[config.mk]
export PLATFORM = sky130hd
export DESIGN_NAME = spi_core
export DESIGN_NICKNAME = d
export VERILOG_FILES = /design/src/design/spi_pkg.sv /design/src/design/spi_core.sv
export SDC_FILE = /design/constraint.sdc
export NUM_CORES = 1
export LEC_CHECK = 0
export BUFFER_PORTS_ARGS = -buffer_cell sky130_fd_sc_hd__buf_2
export CORE_MARGIN = 5
export CORE_UTILIZATION = 30
export CTS_BUF_LIST = sky130_fd_sc_hd__clkbuf_8
export CTS_CLUSTER_SIZE = 14
export DETAILED_ROUTE_END_ITERATION = 12
export SLEW_MARGIN = 20
export SYNTH_ARGS = -nofsm -noshare
export SYNTH_HDL_FRONTEND = slang
export SYNTH_SLANG_ARGS = --single-unit
[constraint.sdc]
create_clock -name pclk -period 3.35 [get_ports pclk]
set_input_delay 0.335 -clock pclk [delete_from_list [all_inputs] [get_ports pclk]]
set_output_delay 0.335 -clock pclk [all_outputs]
set_load 0.05 [all_outputs]
[src/design/spi_pkg.sv]
package spi_pkg;

  // ----------------------------------------------------------------
  // register indices; byte address is four times the index
  // ----------------------------------------------------------------
  localparam logic [3:0] idx_ccr = 4'h0;
  localparam logic [3:0] idx_ctl = 4'h1;
  localparam logic [3:0] idx_sts = 4'h2;
  localparam logic [3:0] idx_brr = 4'h4;
  localparam logic [3:0] idx_emu = 4'h6;
  localparam logic [3:0] idx_buf = 4'h7;
  localparam logic [3:0] idx_dat = 4'h9;
  localparam logic [3:0] idx_pc1 = 4'hd;

  // ----------------------------------------------------------------
  // field positions
  // ----------------------------------------------------------------
  localparam int ccr_swrst = 7;
  localparam int ccr_pol = 6;
  localparam int ctl_ovr_ie = 4;
  localparam int ctl_phase = 3;
  localparam int ctl_master = 2;
  localparam int ctl_talk = 1;
  localparam int ctl_int_ie = 0;
  localparam int sts_ovr = 7;
  localparam int sts_int = 6;
  localparam int pc1_ste_in = 7;
  localparam int pc1_ste_out = 6;
  localparam int pc1_ste_fn = 5;
  localparam int pc1_ste_dir = 4;

  // ----------------------------------------------------------------
  // writable bits and reset values
  // ----------------------------------------------------------------
  localparam logic [7:0] ccr_wmask = 8'hc7;
  localparam logic [7:0] ctl_wmask = 8'h1f;
  localparam logic [7:0] brr_wmask = 8'h7f;
  localparam logic [7:0] pc1_wmask = 8'h70;
  localparam logic [7:0] reg_rst = 8'h00;

  // ----------------------------------------------------------------
  // bit rate
  // ----------------------------------------------------------------
  localparam logic [6:0] brr_min = 7'h03;
  localparam logic [7:0] div_floor = 8'h04;

  typedef enum logic [1:0] {
    st_idle = 2'b00,
    st_lead = 2'b01,
    st_trail = 2'b11
  } shift_state_e;

  typedef struct packed {
    logic sclk;
    logic mosi;
    logic miso;
    logic ste;
  } pin_in_s;

  typedef struct packed {
    logic sclk_o;
    logic sclk_oe;
    logic mosi_o;
    logic mosi_oe;
    logic miso_o;
    logic miso_oe;
    logic ste_o;
    logic ste_oe;
  } pin_out_s;

endpackage

[src/design/spi_core.sv]
// Decided for this implementation: the address map and the APB register port.
`timescale 1ns/1ps
module spi_core (
  // clock and reset
  input wire logic pclk,
  input wire logic presetn,
  // apb slave
  input wire logic [7:0] paddr,
  input wire logic psel,
  input wire logic penable,
  input wire logic pwrite,
  input wire logic [31:0] pwdata,
  output logic [31:0] prdata,
  output logic pready,
  output logic pslverr,
  // serial pins
  input wire spi_pkg::pin_in_s pins_in,
  output spi_pkg::pin_out_s pins_out,
  // system
  input wire logic idle_powerdown,
  output logic irq
);

  // ----------------------------------------------------------------
  // registers
  // ----------------------------------------------------------------
  logic [7:0] ccr_q;
  logic [7:0] ctl_q;
  logic [7:0] brr_q;
  logic [7:0] pc1_q;
  logic [7:0] dat;
  logic [7:0] rx_buf;
  logic int_flag;
  logic overrun;
  logic [3:0] sync1;
  logic [3:0] sync2;
  logic sclk_prev;
  spi_pkg::pin_in_s pin_s;
  spi_pkg::shift_state_e state;
  logic [7:0] cnt;
  logic [2:0] bitcnt;
  logic sample;
  logic out_bit;

  // ----------------------------------------------------------------
  // pin synchronisers
  // ----------------------------------------------------------------
  genvar g;
  for (g = 0; g < 4; g++) begin : g_sync
    always_ff @(posedge pclk or negedge presetn) begin
      if (!presetn) begin
        sync1[g] <= 1'b0;
        sync2[g] <= 1'b0;
      end else begin
        sync1[g] <= pins_in[g];
        sync2[g] <= sync1[g];
      end
    end
  end
  assign pin_s = spi_pkg::pin_in_s'(sync2);

  always_ff @(posedge pclk or negedge presetn) begin
    if (!presetn) begin
      sclk_prev <= 1'b0;
    end else begin
      sclk_prev <= pin_s.sclk;
    end
  end

  // ----------------------------------------------------------------
  // apb decode
  // ----------------------------------------------------------------
  logic [3:0] idx;
  logic mapped;
  logic acc;
  logic wr;
  logic rd_buf;
  logic [7:0] rdata;
  assign idx = paddr[5:2];
  assign acc = psel && penable && pready;
  assign wr = acc && pwrite && mapped;
  assign rd_buf = acc && !pwrite && mapped && idx == spi_pkg::idx_buf;

  always_comb begin
    mapped = (paddr[7:6] == 2'b00) && (paddr[1:0] == 2'b00);
    rdata = 8'h00;
    unique case (idx)
      spi_pkg::idx_ccr: rdata = ccr_q;
      spi_pkg::idx_ctl: rdata = ctl_q;
      spi_pkg::idx_sts: rdata = {overrun, int_flag, 6'h00};
      spi_pkg::idx_brr: rdata = brr_q;
      spi_pkg::idx_emu: rdata = rx_buf;
      spi_pkg::idx_buf: rdata = rx_buf;
      spi_pkg::idx_dat: rdata = dat;
      spi_pkg::idx_pc1: rdata = {pin_s.ste, pc1_q[6:0]};
      default: mapped = 1'b0;
    endcase
  end

  // one wait-free answer: ready rises in the access cycle
  always_ff @(posedge pclk or negedge presetn) begin
    if (!presetn) begin
      pready <= 1'b0;
      pslverr <= 1'b0;
      prdata <= 32'h0000_0000;
    end else begin
      pready <= psel && !penable;
      pslverr <= psel && !penable && !mapped;
      if (psel && !penable) begin
        prdata <= mapped ? {24'h00_0000, rdata} : 32'h0000_0000;
      end
    end
  end

  // ----------------------------------------------------------------
  // control registers
  // ----------------------------------------------------------------
  logic swrst;
  logic pol;
  logic phase;
  logic master;
  logic talk;
  logic [2:0] len;
  assign swrst = ccr_q[spi_pkg::ccr_swrst];
  assign pol = ccr_q[spi_pkg::ccr_pol];
  assign len = ccr_q[2:0];
  assign phase = ctl_q[spi_pkg::ctl_phase];
  assign master = ctl_q[spi_pkg::ctl_master];
  assign talk = ctl_q[spi_pkg::ctl_talk];

  always_ff @(posedge pclk or negedge presetn) begin
    if (!presetn) begin
      ccr_q <= spi_pkg::reg_rst;
      ctl_q <= spi_pkg::reg_rst;
      brr_q <= spi_pkg::reg_rst;
      pc1_q <= spi_pkg::reg_rst;
    end else if (wr) begin
      if (idx == spi_pkg::idx_ccr) ccr_q <= pwdata[7:0] & spi_pkg::ccr_wmask;
      if (idx == spi_pkg::idx_ctl) ctl_q <= pwdata[7:0] & spi_pkg::ctl_wmask;
      if (idx == spi_pkg::idx_brr) brr_q <= pwdata[7:0] & spi_pkg::brr_wmask;
      if (idx == spi_pkg::idx_pc1) pc1_q <= pwdata[7:0] & spi_pkg::pc1_wmask;
    end
  end

  // ----------------------------------------------------------------
  // bit-rate divider and master clock sequencer
  // ----------------------------------------------------------------
  logic [7:0] div;
  logic [7:0] lead_len;
  logic [7:0] trail_len;
  logic start;
  logic m_e1;
  logic m_e2;
  logic last_bit;
  assign div = (brr_q[6:0] < spi_pkg::brr_min) ? spi_pkg::div_floor
             : brr_q + 8'h01;
  // idle-level half takes the odd clock
  assign trail_len = {1'b0, div[7:1]};
  assign lead_len = div - trail_len;
  assign start = wr && idx == spi_pkg::idx_dat && master && !swrst
               && state == spi_pkg::st_idle;
  assign m_e1 = state == spi_pkg::st_lead && cnt == 8'h00;
  assign m_e2 = state == spi_pkg::st_trail && cnt == 8'h00;
  assign last_bit = bitcnt == len;

  always_ff @(posedge pclk or negedge presetn) begin
    if (!presetn) begin
      state <= spi_pkg::st_idle;
      cnt <= 8'h00;
    end else if (swrst || !master) begin
      state <= spi_pkg::st_idle;
      cnt <= 8'h00;
    end else begin
      unique case (state)
        spi_pkg::st_idle: if (start) begin
          state <= spi_pkg::st_lead;
          cnt <= lead_len - 8'h01;
        end
        spi_pkg::st_lead: if (cnt == 8'h00) begin
          state <= spi_pkg::st_trail;
          cnt <= trail_len - 8'h01;
        end else begin
          cnt <= cnt - 8'h01;
        end
        spi_pkg::st_trail: if (cnt == 8'h00) begin
          state <= last_bit ? spi_pkg::st_idle : spi_pkg::st_lead;
          cnt <= lead_len - 8'h01;
        end else begin
          cnt <= cnt - 8'h01;
        end
        default: state <= spi_pkg::st_idle;
      endcase
    end
  end

  // ----------------------------------------------------------------
  // edge selection and shifter
  // ----------------------------------------------------------------
  logic sel_ok;
  logic s_e1;
  logic s_e2;
  logic e1;
  logic e2;
  logic rx_in;
  logic char_done;
  logic [7:0] shift_val;
  // strobe only gates a slave; high stops the shifter
  assign sel_ok = master || !pc1_q[spi_pkg::pc1_ste_fn] || !pin_s.ste;
  // slave edges need the external clock at least a divide by eight
  assign s_e1 = !master && sel_ok && sclk_prev == pol
              && pin_s.sclk != pol;
  assign s_e2 = !master && sel_ok && sclk_prev != pol
              && pin_s.sclk == pol;
  assign e1 = !swrst && (master ? m_e1 : s_e1);
  assign e2 = !swrst && (master ? m_e2 : s_e2);
  assign rx_in = master ? pin_s.miso : pin_s.mosi;
  assign char_done = e2 && last_bit;
  // with delay the bit was taken at the first edge
  assign shift_val = {dat[6:0], phase ? sample : rx_in};

  always_ff @(posedge pclk or negedge presetn) begin
    if (!presetn) begin
      bitcnt <= 3'h0;
    end else if (swrst) begin
      bitcnt <= 3'h0;
    end else if (e2) begin
      bitcnt <= last_bit ? 3'h0 : bitcnt + 3'h1;
    end
  end

  always_ff @(posedge pclk or negedge presetn) begin
    if (!presetn) begin
      sample <= 1'b0;
    end else if (e1) begin
      sample <= rx_in;
    end
  end

  always_ff @(posedge pclk or negedge presetn) begin
    if (!presetn) begin
      dat <= 8'h00;
    end else if (wr && idx == spi_pkg::idx_dat && state == spi_pkg::st_idle) begin
      dat <= pwdata[7:0];
    end else if (e2) begin
      dat <= shift_val;
    end
  end

  // output bit: half ahead with delay, at the first edge without
  always_ff @(posedge pclk or negedge presetn) begin
    if (!presetn) begin
      out_bit <= 1'b0;
    end else if (phase) begin
      if (wr && idx == spi_pkg::idx_dat && state == spi_pkg::st_idle) begin
        out_bit <= pwdata[7];
      end else if (e2) begin
        out_bit <= shift_val[7];
      end
    end else if (e1) begin
      out_bit <= dat[7];
    end
  end

  always_ff @(posedge pclk or negedge presetn) begin
    if (!presetn) begin
      rx_buf <= 8'h00;
    end else if (char_done) begin
      rx_buf <= shift_val;
    end
  end

  // ----------------------------------------------------------------
  // status flags and interrupt
  // ----------------------------------------------------------------
  logic ovr_clr;
  assign ovr_clr = wr && idx == spi_pkg::idx_sts && pwdata[spi_pkg::sts_ovr];

  // a completion in the read cycle wins over the read
  always_ff @(posedge pclk or negedge presetn) begin
    if (!presetn) begin
      int_flag <= 1'b0;
    end else if (swrst || idle_powerdown) begin
      int_flag <= 1'b0;
    end else if (char_done) begin
      int_flag <= 1'b1;
    end else if (rd_buf) begin
      int_flag <= 1'b0;
    end
  end

  always_ff @(posedge pclk or negedge presetn) begin
    if (!presetn) begin
      overrun <= 1'b0;
    end else if (swrst) begin
      overrun <= 1'b0;
    end else if (char_done && int_flag) begin
      overrun <= 1'b1;
    end else if (ovr_clr) begin
      overrun <= 1'b0;
    end
  end

  // level request: masking never loses a pending flag
  always_ff @(posedge pclk or negedge presetn) begin
    if (!presetn) begin
      irq <= 1'b0;
    end else begin
      irq <= (int_flag && ctl_q[spi_pkg::ctl_int_ie])
           || (overrun && ctl_q[spi_pkg::ctl_ovr_ie]);
    end
  end

  // ----------------------------------------------------------------
  // pin drivers
  // ----------------------------------------------------------------
  always_ff @(posedge pclk or negedge presetn) begin
    if (!presetn) begin
      pins_out <= '0;
    end else begin
      pins_out.sclk_o <= (state == spi_pkg::st_trail) ^ pol;
      pins_out.sclk_oe <= master;
      pins_out.mosi_o <= out_bit;
      pins_out.mosi_oe <= master && talk;
      pins_out.miso_o <= out_bit;
      pins_out.miso_oe <= !master && talk && sel_ok;
      pins_out.ste_o <= pc1_q[spi_pkg::pc1_ste_out];
      pins_out.ste_oe <= pc1_q[spi_pkg::pc1_ste_dir]
        && (master || !pc1_q[spi_pkg::pc1_ste_fn]);
    end
  end
endmodule

* Word-level counts from Yosys, hierarchy flattened
Index checks and enable logic that the tools add are counted.
Storage, ports and cells: register bits after elaboration 104, input port bits 50, output and inout port bits 43, logic and storage cells 159
Operators by class: $add $sub $neg 6, magnitude comparators 1, eq/ne operators 18, mux-type cells 34, bitwise logic cells 1, reduce and logical (&&, ||, !) cells 66
Operators with widths (count):
- $mux W8 | 8
- $pmux W8 S7 | 1
- $logic_and A1 B1 Y1 | 34
- $pmux W8 S3 | 1
- $mux W1 | 16
- $sub A8 B1 Y8 const B | 2
- $eq A4 B3 Y1 const B | 3
- $reduce_and A2 Y1 | 6
- $mux W3 | 3
- $add A7 B1 Y8 const B | 1
- $eq A4 B4 Y1 const B | 2
- $logic_not A8 Y1 | 1
- $mux W2 | 4
- $reduce_or A8 Y1 | 1
- $sub A7 B1 Y8 const B | 1
- $sub A8 B7 Y8 | 1
- $logic_not A1 Y1 | 7
- $lt A7 B2 Y1 const B | 1
- $logic_not A2 Y1 | 3
- $ne A3 B1 Y1 const B | 2
- $ne A3 B3 Y1 const B | 2
- $pmux W2 S3 | 1
- $reduce_bool A2 Y1 | 3
- $reduce_bool A3 Y1 | 2
- other kinds (14) | 20

* Logic depth before layout (Yosys ltp)
Gate-level depths: netlist (run 1).
word-level depth 12, depth in mapped cells 13, mapped depth without buffers 12

* Worst setup path after synthesis (run 1)
Ideal clock, no wire load.
kind reg-to-reg, start register brr_q[1], end register cnt[7], setup time 0.065 ns, arrival 2.727 ns, required time 3.285 ns, setup slack 0.558 ns, cell stages (with the launch flop) 13, path buffers 1, clock period less this slack 2.792 ns, path through dfrtp_1 ha_1 clkbuf_1 nand3_1 xor2_1 ha_1 nand2b_1 a21oi_1 o41ai_1 a31oi_1 xnor2_1 a2111oi_0 a21o_1
On the way: cells in the longest elaborated chain, start to end 7, elaborated cells between the ends (all ways) 11, those cells by class add/sub (4); order compare (1); mux (6)
Ends and longest elaborated chain:
- start: declaration | RTL line spi_core.sv:29 | logic [7:0] brr_q;
- start signal: assignment | RTL line spi_core.sv:135 | brr_q <= spi_pkg::reg_rst;
- start signal: assignment | RTL line spi_core.sv:140 | if (idx == spi_pkg::idx_brr) brr_q <= pwdata[7:0] & spi_pkg::brr_wmask;
- $add A7 B1 Y8 / $lt A7 B2 Y1 (equally long branches) | RTL line spi_core.sv:156, spi_core.sv:155
- $mux W8 * | RTL line spi_core.sv:155 | assign div = (brr_q[6:0] < spi_pkg::brr_min) ? spi_pkg::div_floor
- $sub A8 B7 Y8 | RTL line spi_core.sv:159 | assign lead_len = div - trail_len;
- $sub A8 B1 Y8 | RTL line spi_core.sv:177, spi_core.sv:187
- $mux W8, on equally long branches | RTL line spi_core.sv:185, spi_core.sv:175
- $pmux W8 S3 * | RTL line spi_core.sv:174 | unique case (state)
- $mux W8 * | RTL line spi_core.sv:170 | end else if (swrst || !master) begin
- end signal: assignment | RTL line spi_core.sv:177 | cnt <= lead_len - 8'h01;
- end signal: assignment | RTL line spi_core.sv:187 | cnt <= lead_len - 8'h01;
- end signal: assignment | RTL line spi_core.sv:189 | cnt <= cnt - 8'h01;
- end: declaration | RTL line spi_core.sv:40 | logic [7:0] cnt;
Mark *: on every way between the ends. The rest lies on a longest branch, timed or not. The select of a mux whose other input is x is not followed. A chain may end at the register's enable or synchronous reset.

* Worst setup path after layout (run 1)
Same ends and word-level chain as after synthesis.

==> results of run 1 <==
==> power by group through the flow <==
stage	Sequential [mW]	Clock [mW]	Combinational, mW
finish	1.01	0.674	0.286
global route	1.01	0.730	0.316
CTS	1.01	0.690	0.285
detailed placement	1.03	0	0.283
global placement	1.03	0	0.281
floorplan	1.03	0	0.221
==> logic make-up (layout without fill, tap and decap cells) <==
| kind of cell | count (synthesis) | in the layout | share of synthesized area [%] |
|---|---|---|---|
| muxes | 41 | 41 | 9.84 |
| adders and majority gates | 17 | 17 | 4.44 |
| xor gates and xnor gates | 27 | 27 | 4.93 |
| other | 1 | 24 | 0.0782 |
| DFF | 80 | 80 | 41.8 |
| buffers and inverters | 63 | 86 | 7.47 |
| AOI/OAI and AO/OA | 114 | 114 | 15.5 |
| and+or+nand+nor | 151 | 151 | 16.0 |
==> worst max-delay path: stages, from the launching register on <==
cell,delay (ns)
dfrtp_1,0.53
ha_1,0.34
nand3_1,0.15
xor2_2,0.24
ha_1,0.31
nand2b_1,0.18
a21oi_1,0.29
o41ai_1,0.12
a31oi_1,0.19
xnor2_1,0.09
a2111oi_1,0.42
a21o_1,0.12
==> sequential cells by signal (all words and copies together), names as in the netlist, 2 cells and up <==
register,flops
cnt,8
dat,8
prdata,8
rx_buf,8
brr_q,7
pins_out,7
ccr_q,5
ctl_q,5
pin_s,4
sync1,4
bitcnt,3
pc1_q,3
state,2
==> how the worst max path moves through the flow <==
stage | from | endpoint | slack, ns | depth (start not counted)
floorplan | brr_q[1] | cnt[7] | 0.56 | 12
global placement | brr_q[0] | cnt[7] | 0.39 | 10
detailed placement | brr_q[0] | cnt[7] | 0.26 | 11
CTS | brr_q[1] | cnt[7] | 0.22 | 11
global route | brr_q[1] | cnt[7] | 0.04 | 11
finish | brr_q[1] | cnt[7] | 0.29 | 11
==> final cells by class <==
type	instances	area (µm²)
flip-flops and latches	80	2000
well taps	216	270
repair buffers	51	279
inverters	19	71.3
clock buffers	10	138
multi-input cells	374	2540
fillers	1641	10400
clock inverters	6	42.5
==> timing repair <==
| action | in CTS | in global routing |
|---|---|---|
| hold buffers | 0 | 0 |
| endpoints found under the setup margin | 0 | 1 |
| hold endpoints to repair | 0 | 0 |
| gates resized for setup | 0 | 4 |
==> stage by stage <==
stage	hold WS, ns	instances	setup slack (ns)
finish	-0.00156	756	0.285
global placement	0.336	740	0.388
detailed placement	0.335	740	0.256
floorplan	0.0394	517	0.558
CTS	0.0619	756	0.218
global route	0.0536	756	0.0423
==> metal layers <==
| layer | vias up | track usage (%) | wire length (µm) |
|---|---|---|---|
| met4 | 0 | 6.16 | 298 |
| met2 | 128 | 20.0 | 5540 |
| li1 | 1804 | - | - |
| met5 | - | 0 | 0 |
| met1 | 1863 | 18.9 | 5740 |
| met3 | 22 | 3.00 | 806 |
==> Yosys cell counts (all sizes together), types with 11 or more instances <==
library cell / count / share of area, %
dfrtp: 80 / 42
nand2: 53 / 4.2
inv: 19 / 1.5
o21ai: 37 / 4.0
nor2: 25 / 2.0
xor2: 11 / 2.0
xnor2: 16 / 2.9
mux2: 31 / 7.8
buf: 34 / 5.2
a21oi: 20 / 2.2
nor3: 13 / 1.6
ha: 17 / 4.4
==> impl_metrics.yaml, run 1 <==
route:
  viasPerCell: 5.05
  firstDrtPassIters: 5
  vias: 3817
  drc: 0
  wirelength_mm: 12.4
  final_antenna_net_count: 0
  drt_iter0_markers: 323
  wl_per_cell_um: 16.4
grt:
  grt_pass1_vias: 3741
  grt_first_pass_wirelength_mm: 19.6
  grt_usage_pct: 13.5
  grt_start_max_net_pins: 81
  grt-ovfl-total: 0
  antenna_found_initial: 0
setup_path:
  start_kind: "register"
  critPathArrivalTime_ns: 3.37
  end_kind: "register"
  rr_endpoint: "cnt[7]"
  cp.required_ns: 3.66
  worstPathMaxFanout: 9
  worstRegToRegCells: 11
  reg2reg_from: "brr_q[1]"
  r2r_setup_slack_ns: 0.29
  crit_type: "register to register"
min_path:
  worstHoldPathType: "primary input to asynchronous set/reset pin"
cells_and_area:
  post-route-util_pct: 33.9
  drive_gt1_share_pct: 20.4
  num_antenna_cells: 0
  layout_commonest_cell: "dfrtp_1"
  nNetsFinal: 602
  fin_area_mm2: 0.00534
  final_cell_mix: "80 x dfrtp_1, 53 x nand2_1, 43 x buf_2, 26 x o21ai_0"
  area_growth_pct: 11.4
die:
  start_util_pct: 30.4
  die-area_mm2: 0.0186
  core-area_mm2: 0.0158
  ioPinCount: 93
  die_h_um: 136
  rows: 46
  die_w_um: 136
power:
  irDropWorstVdd_mv: 0.163
  power_mw: 1.97
  p_sw_mw: 0.607
  clock_power_share_pct: 34.2
  p_sw_share_pct: 30.8
  power_frac_seq_pct: 51.2
  power_frac_comb_pct: 14.5
  leakagePower_nw: 2.41
  internal_power_mw: 1.36
  power_density_mw_per_mm2: 369
placement:
  io_buffers: 44
  dp_hpwl_mm: 9.16
  place_area_mm2: 0.00514
  gp_congestion: 0.867
clocking:
  numClockSinks: 80
  numCtsBuffers: 9
  clk_latency_ns: 0.38
  cts_setup_buffers: 0
  clk_path_buf_depth: 2
  clk_pin_slew_worst_paths_ns: 0.10
  tritoncts: "done"
  cts_max_level: 3
  clockRootBuffer: "clkbuf_8"
yosys:
  netlist_instances: 494
  netlist_area_mm2: 0.00479
  synth_seq_cells: 80
  yosysWarnings: 0
  yosysUniqueCellTypes: 65
  ys.flop_type: "dfrtp_1"
  syn_avg_cell_area_um2: 9.70
  seq_area_frac_synth_pct: 41.8
  synth-edff-count: 0
  async_reset_ff_share_pct: 100
run:
  max_cap_viol_count: 0
sta:
  holdWs_ns: -0.00156
  period_share_pct: 91.5
  setup_total_negative_slack_ns: 0
  finalHoldViolCount: 3
  tightest_slew_ns: 0.733
  relSlewSlack_pct: 51.2
  rsz0062_at_grt: "false"
  slew_viol_final: 0
  fmaxAchievable_mhz: 326
  fin_skew_ns: 0.0279
  setup_viol: 0
  fin_crit_ns: 3.06
run_status:
  status: "complete, but fails checks"
  violations: "hold timing"
(Power assumes the default switching activity.)
==> run 2, diff against run 1 <==
==> constraint.sdc (replaced) <==
create_clock -name pclk -period 3.35 [get_ports pclk]
set_input_delay 0.5025 -clock pclk [delete_from_list [all_inputs] [get_ports pclk]]
set_output_delay 0.5025 -clock pclk [all_outputs]
set_load 0.05 [all_outputs]
==> run 2 against run 1 <==
Against the previous run:
- the run now ends clean
- flip-flop and latch count did not move
- die area did not move
- combinational power rose by 2%
==> impl_metrics.yaml, run 2 (synthesized netlist as in run 1, its figures left out) <==
run_status:
  status: "finished clean"
clocking:
  clk_path_buf_depth: 2
  tritoncts: "done"
  numCtsBuffers: 9
  numClockSinks: 80
  clockRootBuffer: "clkbuf_8"
  holdBufCountCts: 0
  clk_pin_slew_worst_paths_ns: 0.09
  cts_max_level: 3
  clk_latency_ns: 0.36
route:
  top_layer: "met5"
  final_antenna_net_count: 0
  drc: 0
  vias: 3808
  viasPerCell: 5.04
  wirelength_mm: 12.4
  m1WireLength_mm: 5.68
  drt_iter0_markers: 332
  wl_per_cell_um: 16.4
  firstDrtPassIters: 5
  wl_met3_um: 857
  route.met2.wl_mm: 5.60
setup_path:
  r2r_setup_slack_ns: 0.23
  start_kind: "register"
  rr_endpoint: "cnt[7]"
  crit_type: "register to register"
  worstPathMaxFanout: 10
  cp.required_ns: 3.64
  worstRegToRegCells: 11
  end_kind: "register"
  reg2reg_from: "brr_q[2]"
  critPathArrivalTime_ns: 3.41
cells_and_area:
  final_cell_mix: "78 x dfrtp_1, 53 x nand2_1, 43 x buf_2, 26 x o21ai_0"
  nNetsFinal: 602
  layout_commonest_cell: "dfrtp_1"
  area_growth_pct: 11.9
  drive_gt1_share_pct: 20.7
  num_antenna_cells: 0
die:
  rows: 46
  die_w_um: 136
  start_util_pct: 30.4
  die-area_mm2: 0.0186
  core-area_mm2: 0.0158
  ioPinCount: 93
  die_h_um: 136
grt:
  grt_pass1_vias: 3817
  grt_usage_pct: 13.6
  grt-ovfl-total: 0
  antenna_found_initial: 1
  grt_start_max_net_pins: 81
  grt_first_pass_wirelength_mm: 19.9
sta:
  relSlewSlack_pct: 51.7
  setup_total_negative_slack_ns: 0
  finalHoldViolCount: 0
  setup_viol: 0
  period_share_pct: 93.2
  fin_crit_ns: 3.12
  layout_setup_ws_ns: 0.229
  tightest_slew_ns: 0.724
  fmaxAchievable_mhz: 320
  rsz0062_at_grt: "false"
  fin_skew_ns: 0.0149
  slew_viol_final: 0
placement:
  dp_hpwl_mm: 9.24
  gp_congestion: 0.857
  dp_slack_ns: 0.0781
  io_buffers: 44
power:
  irDropWorstVdd_mv: 0.152
  leakagePower_nw: 2.42
  power_density_mw_per_mm2: 385
min_path:
  worstHoldPathType: "primary input to asynchronous set/reset pin"
run:
  max_cap_viol_count: 0
-- run 2: cell count changes in the layout (fill, tap and decap cells not counted), sizes merged --
cell | before | now
bufinv | 0 | 1
inv | 22 | 21
-- run 2: worst max path at each step --
| stage | startpoint | end | slack (ns) | cells after the start |
|---|---|---|---|---|
| 2_1_floorplan | brr_q[1] | cnt[7] | 0.56 | 12 |
| 4_1_cts | brr_q[0] | cnt[7] | 0.04 | 11 |
| 3_3_place_gp | brr_q[0] | cnt[7] | 0.19 | 10 |
| 5_1_grt | brr_q[2] | cnt[7] | 0.03 | 11 |
| 6_report | brr_q[2] | cnt[7] | 0.23 | 11 |
| 3_5_place_dp | brr_q[0] | cnt[7] | 0.08 | 11 |
-- run 2: through the flow --
| step | hold slack, ns | util, % | std cells | total power [mW] | area (µm²) |
|---|---|---|---|---|---|
| after CTS | 0.226 | 33.9 | 756 | 2.08 | 5350 |
| final | 0.159 | 34.0 | 756 | 2.06 | 5370 |
| after global routing | 0.221 | 34.0 | 756 | 2.15 | 5370 |
| after global placement | 0.337 | 32.6 | 740 | 1.31 | 5140 |
| after floorplan | 0.207 | - | 517 | 1.25 | 4880 |
| after detailed placement | 0.335 | 32.6 | 740 | 1.31 | 5140 |
-- run 2: repair_timing --
action                                 4_1_cts  5_1_grt
setup endpoints to repair                    0        1
setup buffers                                0        0
resized for setup                            0        5
endpoints found under the hold margin        0        0
-- run 2: power by group --
| group | internal [mW] | total [mW] | switching (mW) | leakage (nW) |
|---|---|---|---|---|
| registers | 0.989 | 1.01 | 0.0200 | 1.03 |
| logic | 0.0810 | 0.291 | 0.210 | 1.28 |
| clock network | 0.375 | 0.764 | 0.389 | 0.105 |
| total | 1.44 | 2.06 | 0.618 | 2.42 |
-- run 2: area by class of cell --
| cell class | instances | area (µm²) |
|---|---|---|
| clock inverters | 6 | 75.1 |
| repair buffers | 51 | 279 |
| multi-input cells | 374 | 2530 |
| fillers | 1662 | 10400 |
| flip-flops and latches | 80 | 2000 |
| well taps | 216 | 270 |
| clock buffers | 10 | 138 |
| inverters | 19 | 71.3 |
-- run 2: layer usage --
layer  global-route usage [%]  up-vias
met3                     4.33       19
met1                     18.5     1856
met4                     5.15        2
met5                        0        -
met2                     20.2      127
li1                         -     1804
-- run 2: critical path, cell delays in order (launching register included) --
cell	delay [ns]
dfrtp_1	0.57
nand3_1	0.15
nor2_1	0.16
nand2_1	0.09
xor2_1	0.47
ha_1	0.37
nor3_1	0.25
o41ai_1	0.10
a31oi_1	0.21
xnor2_1	0.11
a2111oi_2	0.44
a21o_1	0.13
